==> src/design/ecg_pkg.sv <==
// constants and helpers for the echo canceller group control block
package ecg_pkg;
    // register indices; byte address is four times the index
    localparam logic [7:0] IDX_CTRL1  = 8'h00;
    localparam logic [7:0] IDX_CTRL2  = 8'h01;
    localparam logic [7:0] IDX_CTRL3  = 8'h08;
    localparam logic [7:0] IDX_GAINS  = 8'h1C;
    localparam logic [7:0] IDX_B_OFS  = 8'h20;
    localparam logic [7:0] IDX_GROUP  = 8'h40;
    localparam logic [7:0] IDX_STATUS = 8'h41;
    // control 1 bits
    localparam int C1_EXT = 0;
    localparam int C1_BID = 1;
    localparam int C1_ATT = 2;
    localparam int C1_BYP = 3;
    localparam int C1_ADS = 4;
    // control 2 bits
    localparam int C2_RMUTE = 0;
    localparam int C2_SMUTE = 1;
    localparam int C2_NARROWBAND_DETECT_DISABLE = 2;
    localparam int C2_ONDIS = 3;
    // control 3 bit
    localparam int C3_RING = 0;
    // gains fields, three bits each
    localparam int G_RIN  = 0;
    localparam int G_SIN  = 3;
    localparam int G_ROUT = 6;
    localparam int G_SOUT = 9;
    localparam logic [11:0] GAINS_RST = 12'h06DB;
    localparam logic [2:0]  PAD_M12   = 3'h7;
    // pcm quiet codes
    localparam logic [7:0] Q_LIN = 8'h00;
    localparam logic [7:0] Q_SM  = 8'h80;
    localparam logic [7:0] Q_MU  = 8'hFF;
    localparam logic [7:0] Q_A   = 8'hD5;
    // serial timing, counted in rising serial clock edges; read gap counted in frame slots
    localparam logic [3:0]  PULSE_MAX = 4'h4;
    localparam logic [10:0] LOSS_CNT  = 11'h44C;
    localparam int          RD_GAP    = 1;
    typedef enum logic [1:0] {ECG_LIN, ECG_SM, ECG_MU, ECG_A} ecg_fmt_e;
    typedef enum logic [1:0] {ECG_PAR, ECG_BID, ECG_CASC} ecg_cfg_e;
    typedef enum logic [2:0] {
        SEL_NONE, SEL_C1, SEL_C2, SEL_C3, SEL_GAINS, SEL_GROUP, SEL_STATUS
    } ecg_sel_e;

    function automatic logic [7:0] quiet(input logic [1:0] fmt);
        case (fmt)
            2'h0:    quiet = Q_LIN;
            2'h1:    quiet = Q_SM;
            2'h2:    quiet = Q_MU;
            default: quiet = Q_A;
        endcase
    endfunction

    // +9 dB down to -12 dB in 3 dB steps, scale of 128
    function automatic logic [8:0] pad_q7(input logic [2:0] code);
        case (code)
            3'h0:    pad_q7 = 9'h169;
            3'h1:    pad_q7 = 9'h0FF;
            3'h2:    pad_q7 = 9'h0B5;
            3'h3:    pad_q7 = 9'h080;
            3'h4:    pad_q7 = 9'h05B;
            3'h5:    pad_q7 = 9'h040;
            3'h6:    pad_q7 = 9'h02D;
            default: pad_q7 = 9'h020;
        endcase
    endfunction
endpackage

==> src/design/ecg_group.sv <==
// one group of two echo cancellers: registers, pcm streams, muting
//
// Overview of operation
// - ring suppression follows the ring-clear control bit per canceller.
// - tone detection halts adaptation unless its disable bit is set.
// - offset-null filters enabled unless the high-pass disable bit is set.
// - four level pads per canceller, +9 to -12 dB in 3 dB steps, applied in sign-magnitude format only.
// - legacy attenuate bit forces -12 dB at receive input pad in sign-magnitude format.
// - two individually controlled cancellers per group, three configurations.
// - bidirectional only when both cancellers set the bidirectional bit.
// - bidirectional: one timeslot per port, second slot outputs zero code.
// - cascaded: single timeslot per port, second slot outputs quiet code.
// - cascaded selected by first canceller's extended-delay bit only.
// - parallel/cascaded: receive mute quiets filter, output; send mute send.
// - quiet code per format: 0000, 80, FF or D5 hex.
// - bidirectional: first canceller's send_mute quiets the send output only.
// - bypass passes codes unchanged and clears filter coefficients.
// - disable-adaptation freezes coefficients; enable-adaptation updates them.
// - receive delay two frames, send three; bypass two frames both.
// - four tdm streams of 32 channels at 2.048 Mb/s.
// - frame pulse presence and framing format detected automatically.
// - bit boundaries and sampling edges depend on detected framing format.
//
// Decided for this implementation: the address map and the APB interface to the registers.
`timescale 1ns/1ns
module ecg_group (
    input  wire logic        clk,
    input  wire logic        rst,
    input  wire logic        psel,
    input  wire logic        penable,
    input  wire logic        pwrite,
    input  wire logic [11:0] paddr,
    input  wire logic [31:0] pwdata,
    output logic      [31:0] prdata,
    output logic             pready,
    output logic             pslverr,
    input  wire logic        serial_bit_clock,
    input  wire logic        frame_pulse,
    input  wire logic        rin_data,
    input  wire logic        sin_data,
    output logic             rout_data,
    output logic             sout_data,
    input  wire logic [1:0]  narrowband_tone_detector,
    output logic      [1:0]  adapt_enable,
    output logic      [1:0]  coeff_clear,
    output logic      [1:0]  ring_suppress_enable,
    output logic      [1:0]  offset_null_on,
    output logic      [1:0]  filter_rin_quiet
);
    // ****************************************
    // registers
    // ****************************************
    logic [4:0]  c1 [2];
    logic [3:0]  c2 [2];
    logic        c3 [2];
    logic [11:0] gn [2];
    logic [3:0]  grp;
    logic [1:0]  fmt;
    logic [4:0]  a_c1 [2];
    logic [3:0]  a_c2 [2];
    logic        a_c3 [2];
    logic [11:0] a_gn [2];
    logic [3:0]  a_grp;
    logic [1:0]  a_fmt;
    logic [1:0]  clr_done;
    logic        present;
    logic        gci;
    ecg_pkg::ecg_cfg_e cfg;

    function automatic ecg_pkg::ecg_sel_e dec(input logic [11:0] a);
        logic [7:0] i;
        i = a[9:2];
        dec = ecg_pkg::SEL_NONE;
        if (a[11:10] == 2'h0 && a[1:0] == 2'h0) begin
            if (i == ecg_pkg::IDX_GROUP)
                dec = ecg_pkg::SEL_GROUP;
            else if (i == ecg_pkg::IDX_STATUS)
                dec = ecg_pkg::SEL_STATUS;
            else if (i[7:6] == 2'h0) begin
                case (i & ~ecg_pkg::IDX_B_OFS)
                    ecg_pkg::IDX_CTRL1: dec = ecg_pkg::SEL_C1;
                    ecg_pkg::IDX_CTRL2: dec = ecg_pkg::SEL_C2;
                    ecg_pkg::IDX_CTRL3: dec = ecg_pkg::SEL_C3;
                    ecg_pkg::IDX_GAINS: dec = ecg_pkg::SEL_GAINS;
                    default:            dec = ecg_pkg::SEL_NONE;
                endcase
            end
        end
    endfunction

    ecg_pkg::ecg_sel_e sel;
    logic              k_sel;
    assign sel    = dec(paddr);
    assign k_sel  = paddr[7];
    assign pready = 1'b1;

    always_ff @(posedge clk or posedge rst) begin
        if (rst) begin
            for (int k = 0; k < 2; k++) begin
                c1[k] <= 5'h00;
                c2[k] <= 4'h0;
                c3[k] <= 1'b0;
                gn[k] <= ecg_pkg::GAINS_RST;
            end
            grp <= 4'h0;
            fmt <= 2'h0;
        end else if (psel && penable && pwrite) begin
            case (sel)
                ecg_pkg::SEL_C1:    c1[k_sel] <= pwdata[4:0];
                ecg_pkg::SEL_C2:    c2[k_sel] <= pwdata[3:0];
                ecg_pkg::SEL_C3:    c3[k_sel] <= pwdata[ecg_pkg::C3_RING];
                ecg_pkg::SEL_GAINS: gn[k_sel] <= pwdata[11:0];
                ecg_pkg::SEL_GROUP: begin
                    grp <= pwdata[3:0];
                    fmt <= pwdata[5:4];
                end
                default: ;
            endcase
        end
    end

    // read data captured in the setup cycle, valid in the access cycle
    always_ff @(posedge clk or posedge rst) begin
        if (rst) begin
            prdata  <= 32'h0000_0000;
            pslverr <= 1'b0;
        end else if (psel && !penable) begin
            pslverr <= (sel == ecg_pkg::SEL_NONE);
            case (sel)
                ecg_pkg::SEL_C1:     prdata <= {27'h0, c1[k_sel]};
                ecg_pkg::SEL_C2:     prdata <= {28'h0, c2[k_sel]};
                ecg_pkg::SEL_C3:     prdata <= {31'h0, c3[k_sel]};
                ecg_pkg::SEL_GAINS:  prdata <= {20'h0, gn[k_sel]};
                ecg_pkg::SEL_GROUP:  prdata <= {26'h0, fmt, grp};
                ecg_pkg::SEL_STATUS:
                    prdata <= {26'h0, cfg, clr_done, gci, present};
                default:             prdata <= 32'h0000_0000;
            endcase
        end
    end

    // ****************************************
    // serial pin sampling and framing
    // ****************************************
    logic [3:0]  sy1;
    logic [3:0]  sy2;
    logic        sclk_d;
    logic        fp_d;
    logic [10:0] fp_cnt;
    logic        pulse_hit;
    logic [9:0]  half;
    logic [9:0]  next_half;
    logic [1:0]  slot;
    logic        rise;
    logic        fall;
    logic        bnd;
    logic        opp;
    logic        fp_act;
    logic        frame_start;
    logic        out_load;

    always_ff @(posedge clk or posedge rst) begin
        if (rst) begin
            sy1    <= 4'h0;
            sy2    <= 4'h0;
            sclk_d <= 1'b0;
            fp_d   <= 1'b0;
        end else begin
            sy1    <= {sin_data, rin_data, frame_pulse, serial_bit_clock};
            sy2    <= sy1;
            sclk_d <= sy2[0];
            fp_d   <= sy2[1];
        end
    end

    assign rise   = sy2[0] && !sclk_d;
    assign fall   = !sy2[0] && sclk_d;
    assign bnd    = gci ? rise : fall;
    assign opp    = gci ? fall : rise;
    assign fp_act = (sy2[1] == gci);
    assign frame_start = bnd && present && fp_act && !pulse_hit;
    assign next_half   = frame_start ? 10'h000 : half + 10'h001;
    assign out_load    = bnd && next_half[3:0] == 4'h0;

    // a short level between two pulse edges is the pulse itself
    always_ff @(posedge clk or posedge rst) begin
        if (rst) begin
            fp_cnt  <= 11'h000;
            present <= 1'b0;
            gci     <= 1'b0;
        end else if (sy2[1] != fp_d) begin
            if (fp_cnt <= {7'h00, ecg_pkg::PULSE_MAX}) begin
                present <= 1'b1;
                gci     <= fp_d;
            end
            fp_cnt <= 11'h000;
        end else if (rise && fp_cnt != ecg_pkg::LOSS_CNT) begin
            fp_cnt <= fp_cnt + 11'h001;
        end else if (fp_cnt == ecg_pkg::LOSS_CNT) begin
            present <= 1'b0;
        end
    end

    always_ff @(posedge clk or posedge rst) begin
        if (rst) begin
            pulse_hit <= 1'b0;
            half      <= 10'h000;
            slot      <= 2'h0;
        end else if (bnd) begin
            pulse_hit <= fp_act;
            half      <= next_half;
            if (frame_start)
                slot <= (slot == 2'h2) ? 2'h0 : slot + 2'h1;
        end
    end

    // ****************************************
    // frame-aligned settings
    // ****************************************
    always_ff @(posedge clk or posedge rst) begin
        if (rst) begin
            for (int k = 0; k < 2; k++) begin
                a_c1[k] <= 5'h00;
                a_c2[k] <= 4'h0;
                a_c3[k] <= 1'b0;
                a_gn[k] <= ecg_pkg::GAINS_RST;
            end
            a_grp    <= 4'h0;
            a_fmt    <= 2'h0;
            clr_done <= 2'h0;
        end else if (frame_start) begin
            a_c1  <= c1;
            a_c2  <= c2;
            a_c3  <= c3;
            a_gn  <= gn;
            a_grp <= grp;
            a_fmt <= fmt;
            for (int k = 0; k < 2; k++)
                clr_done[k] <= a_c1[k][ecg_pkg::C1_BYP]
                               && c1[k][ecg_pkg::C1_BYP];
        end
    end

    always_comb begin
        if (a_c1[0][ecg_pkg::C1_EXT])
            cfg = ecg_pkg::ECG_CASC;
        else if (a_c1[0][ecg_pkg::C1_BID] && a_c1[1][ecg_pkg::C1_BID])
            cfg = ecg_pkg::ECG_BID;
        else
            cfg = ecg_pkg::ECG_PAR;
    end

    // per-canceller controls toward the filter core
    generate
        for (genvar k = 0; k < 2; k++) begin : g_ctl
            logic byp;
            logic rmute;
            assign byp   = a_c1[k][ecg_pkg::C1_BYP];
            assign rmute = a_c2[k][ecg_pkg::C2_RMUTE]
                           && cfg != ecg_pkg::ECG_BID;
            always_ff @(posedge clk or posedge rst) begin
                if (rst) begin
                    adapt_enable[k]         <= 1'b0;
                    coeff_clear[k]          <= 1'b0;
                    ring_suppress_enable[k] <= 1'b0;
                    offset_null_on[k]       <= 1'b0;
                    filter_rin_quiet[k]     <= 1'b0;
                end else begin
                    adapt_enable[k] <= !byp
                        && !a_c1[k][ecg_pkg::C1_ADS]
                        && !(narrowband_tone_detector[k]
                             && !a_c2[k][ecg_pkg::C2_NARROWBAND_DETECT_DISABLE]);
                    coeff_clear[k]          <= byp;
                    ring_suppress_enable[k] <= a_c3[k];
                    offset_null_on[k]       <=
                        !a_c2[k][ecg_pkg::C2_ONDIS];
                    filter_rin_quiet[k]     <= rmute;
                end
            end
        end
    endgenerate

    // ****************************************
    // pcm frame stores and outputs
    // ****************************************
    logic [7:0] rin_mem [0:95];
    logic [7:0] sin_mem [0:95];
    logic [7:0] rin_sr;
    logic [7:0] sin_sr;
    logic [1:0] rd_r;
    logic [4:0] och;
    logic [7:0] rout_byte;
    logic [7:0] sout_byte;

    // three slots: receive reads two frames back, send three
    assign rd_r = (slot == 2'h2) ? 2'h0 : slot + 2'(ecg_pkg::RD_GAP);
    assign och  = next_half[8:4];

    always_ff @(posedge clk) begin
        if (opp && half[0]) begin
            rin_sr <= {rin_sr[6:0], sy2[2]};
            sin_sr <= {sin_sr[6:0], sy2[3]};
            if (half[3:1] == 3'h7) begin
                rin_mem[{slot, half[8:4]}] <= {rin_sr[6:0], sy2[2]};
                sin_mem[{slot, half[8:4]}] <= {sin_sr[6:0], sy2[3]};
            end
        end
    end

    function automatic logic [7:0] pad(input logic [7:0] b,
                                       input logic [2:0] code,
                                       input logic [1:0] f);
        logic [15:0] p;
        p = {9'h000, b[6:0]} * {7'h00, ecg_pkg::pad_q7(code)};
        pad = b;
        if (f == ecg_pkg::ECG_SM)
            pad = {b[7], (p[15:14] != 2'h0) ? 7'h7F : p[13:7]};
    endfunction

    always_comb begin
        logic [7:0] r;
        logic [7:0] s;
        logic       k;
        logic [2:0] gr;
        r = rin_mem[{rd_r, och}];
        s = sin_mem[{a_c1[och[0]][ecg_pkg::C1_BYP] ? rd_r : slot, och}];
        k = och[0];
        gr = a_c1[k][ecg_pkg::C1_ATT] ? ecg_pkg::PAD_M12
                                      : a_gn[k][ecg_pkg::G_RIN +: 3];
        rout_byte = r;
        sout_byte = s;
        if (och[4:1] != a_grp) begin
            rout_byte = r;
        end else if (k && cfg != ecg_pkg::ECG_PAR) begin
            rout_byte = ecg_pkg::quiet(a_fmt);
            sout_byte = ecg_pkg::quiet(a_fmt);
        end else if (!a_c1[k][ecg_pkg::C1_BYP]) begin
            rout_byte = pad(pad(r, gr, a_fmt),
                            a_gn[k][ecg_pkg::G_ROUT +: 3], a_fmt);
            sout_byte = pad(pad(s, a_gn[k][ecg_pkg::G_SIN +: 3], a_fmt),
                            a_gn[k][ecg_pkg::G_SOUT +: 3], a_fmt);
            if (a_c2[k][ecg_pkg::C2_RMUTE])
                rout_byte = ecg_pkg::quiet(a_fmt);
            if (a_c2[k][ecg_pkg::C2_SMUTE])
                sout_byte = ecg_pkg::quiet(a_fmt);
        end
    end

    always_ff @(posedge clk or posedge rst) begin
        if (rst) begin
            rout_data <= 1'b1;
            sout_data <= 1'b1;
        end else if (bnd && !next_half[0]) begin
            rout_data <= rout_byte[~next_half[3:1]];
            sout_data <= sout_byte[~next_half[3:1]];
        end
    end
endmodule

==> config.mk <==
export PLATFORM = sky130hd
export DESIGN_NAME = ecg_group
export DESIGN_NICKNAME = d
export VERILOG_FILES = /design/src/design/ecg_pkg.sv /design/src/design/ecg_group.sv
export SDC_FILE = /design/constraint.sdc
export NUM_CORES = 2
export LEC_CHECK = 0
export BUFFER_PORTS_ARGS = -buffer_cell sky130_fd_sc_hd__buf_4
export CORE_ASPECT_RATIO = 0.6
export CORE_UTILIZATION = 60
export DETAILED_ROUTE_END_ITERATION = 10
export PLACE_DENSITY = 0.76
export SLEW_MARGIN = 40
export SYNTH_ARGS = -nofsm -noshare
export SYNTH_HDL_FRONTEND = slang
export SYNTH_SLANG_ARGS = --single-unit
==> constraint.sdc <==
create_clock -name clk -period 19.3 [get_ports clk]
set_input_delay 3.86 -clock clk [delete_from_list [all_inputs] [get_ports clk]]
set_output_delay 3.86 -clock clk [all_outputs]
set_load 0.03 [all_outputs]
==> impl_results.md <==
- Wirelength per Cell: 27.7 um
- Num rows: 102
- Inserted Clock Buffers: 150
- Rel. slew slack: 0.336
- Setup violators final: 0
- Tightest Pin Transition: 0.984 ns
- Post-synthesis cell count: 6012
- Period utilisation layout: 0.838
- Max-slew violation count: 0
- Top-Level Pins: just over 100
- Number of enable flip-flop cells after synthesis: 1550
- ANT nets after route: 0
- DR top layer: met5
- Post-cts sizing count: 0
- FMAX: 0.0619 GHz
- CTS root buf: clkbuf_16
- Slowest-stage cell, CP: buf_4
- Placer congestion estimate: roughly 0.97
- #FFs+latches synth: 1711
- Most frequent CP cell: fa_1
- Most common cell in the synthesized netlist: edfxtp_1
- Most frequent cells after synthesis: edfxtp_1, nand2_1, nor2_1
- Status: finished, final reports clean
- Initial Util: 0.605
- DR iter-0 viols: 8675
- Initial antenna violation count: 8
- Wirelength, routed: 218000 um
- Hold buffer count at CTS: 0
- Critical path type: reg2reg
- Vias/cell: 6.71
- Final cell utilization of the core: 0.664
- Routed wl met2: 91300 um
- Dpl cells: 7614
- Minimum clock period: 16.17 ns
- Post-Syn Area: 0.0780 mm2
- Layout cells sized above 1: 0.121
- Asr flop ratio synth: 0.0941
- Fin. Hold Viols: 0
- H-tree depth: 4
- Die footprint: 0.131 mm2
- Fin nets: 6371
- P&R area growth vs syn: 9.77%
- Ranking of synthesized cells by area: edfxtp_1, nand2_1, dfrtp_1
- Setup Buffers After CTS: 0
- Synth warnings: 0
- Fin Setup TNS: 0 ns
- Tot GR Track Use: 0.329
- RSZ-0062 raised after global routing: false
- Non-Filler Instances: 7891
- IO buf count: 59
- Total gr overflow: 0
- Type of origin of the critical path: flip-flop
- Max clock buf depth: 3
- Synth area leader: edfxtp_1
- Distinct cell type count after synthesis: 118
- Mean post-synth cell area: 13.0 um2
- Met3 WL: around 33000 um
- HP Class: reg2reg
- CTS sink cnt: 1711
- First-pass GRT wire length: about 320000 um
- Seq/Total Area, Yosys: 0.649
- Worst-path fanout max: 65
- Via Count: 52900
- Core Footprint: approximately 0.13 mm2
- Worst-skew pair later-pin latency: 0.82 ns
- CP peak stage delay: around 0.7 ns
- Vias in the first global route: between 40000 and 50000
- Largest net degree at the start of global routing: 147
- M1 WL: 87300 um
- Layout Skew: just over 0.04 ns
- Synth top area share: 0.597
- HPWL after detailed placement: about 130000 um
- CTS tree: built
- Worst setup EP type: flip-flop
- Chip width: 467 um
- Clock transition at the registers of the reported paths: 0.06 ns
- Setup slack, reg-to-reg: around 3.1 ns
- Top_reg_cell synth: edfxtp_1
- Critical path arrival: 16.86 ns
- # DRC: 0
- Drt pass-1 iters: 9
- Die height: about 280 um
- Max cap viols: 0
- Critical Path RT: 20.00 ns
[path summary, 6_finish.rpt]
check,from,cells after the start,to
worst max register to register,half[0]$_DFFE_PP0N_,53,sout_data$_DFFE_PP1P_
worst max-delay path,half[0]$_DFFE_PP0N_,53,sout_data$_DFFE_PP1P_
worst min register to register,sy1[2]$_DFF_PP0_,0,sy2[2]$_DFF_PP0_
worst min-delay path,sy1[2]$_DFF_PP0_,0,sy2[2]$_DFF_PP0_
max in group asynchronous,rst,3,sy2[3]$_DFF_PP0_
min in group asynchronous,rst,2,c2[3]$_DFFE_PP0P_
[worst max-delay path: cells and delay by family (launching register included)]
kind | cells | cell delay, ns
buf+inv | 8 | 1.70
flops | 1 | 0.51
compound gates | 22 | 6.32
simple gates | 12 | 2.47
fa+ha+maj | 11 | 4.91
[flip-flops by register name (all words and copies together) (netlist names), 8 cells and up]
signal,count
fp_cnt,11
gn,24
sin_mem,768
a_c1,9
half,9
rin_mem,768
a_c2,8
c1,10
c2,8
a_gn,24
prdata,12
[area by class of cell]
cell class | instances | area [um2]
Clock buffer | 194 | 3990
Sequential cell | 1711 | 50600
Clock inverter | 78 | 820
Fill cell | 8942 | 43300
Antenna cell | 2 | 5.00
Multi-Input combinational cell | 3749 | 25100
Inverter | 170 | 646
Timing Repair Buffer | 271 | 2260
Tap cell | 1716 | 2150
[stage by stage]
stage	setup WS (ns)	cell area, um2	hold slack, ns
CTS	3.46	85400	0.355
detailed placement	3.58	80600	0.345
floorplan	5.98	78000	0.331
global placement	3.77	80400	0.336
global route	2.52	85600	0.361
finish	3.13	85600	0.356
[cells by family after synthesis]
family	share of synthesized area
xor+xnor	0.00472
simple gates	0.122
fa+ha+maj	0.0549
compound gates	0.102
flops	0.649
buf+inv	0.0342
other cells	0.0000963
mux	0.0329
[cells in the final DEF (no fill, tap or decap), types with 28 or more instances in the layout]
cell / n
a211oi_1: 44
a21o_1: 33
a21oi_1: 154
a221oi_1: 192
a311oi_1: 135
a31oi_1: 58
and2_1: 55
and3_1: 118
buf_4: 242
clkbuf_1: 39
clkbuf_16: 152
clkinv_2: 31
dfrtp_1: 124
dfstp_2: 34
edfxtp_1: 1550
fa_1: 132
ha_1: 131
inv_1: 166
mux2_2: 73
mux2i_1: 135
nand2_1: 1046
nand3_1: 194
nor2_1: 373
nor3_1: 175
o21ai_0: 121
o221ai_1: 29
o22ai_1: 28
or2_2: 29
[layer usage]
| metal | GRT usage | up-vias |
|---|---|---|
| li1 | - | 22600 |
| met1 | 0.499 | 26100 |
| met2 | 0.450 | 3824 |
| met3 | 0.106 | 481 |
| met4 | 0.104 | 6 |
| met5 | 0 | - |
Power is left out: the tool's default activity adds up to more than one toggle a clock period on the data nets, which glitch-free logic cannot reach.
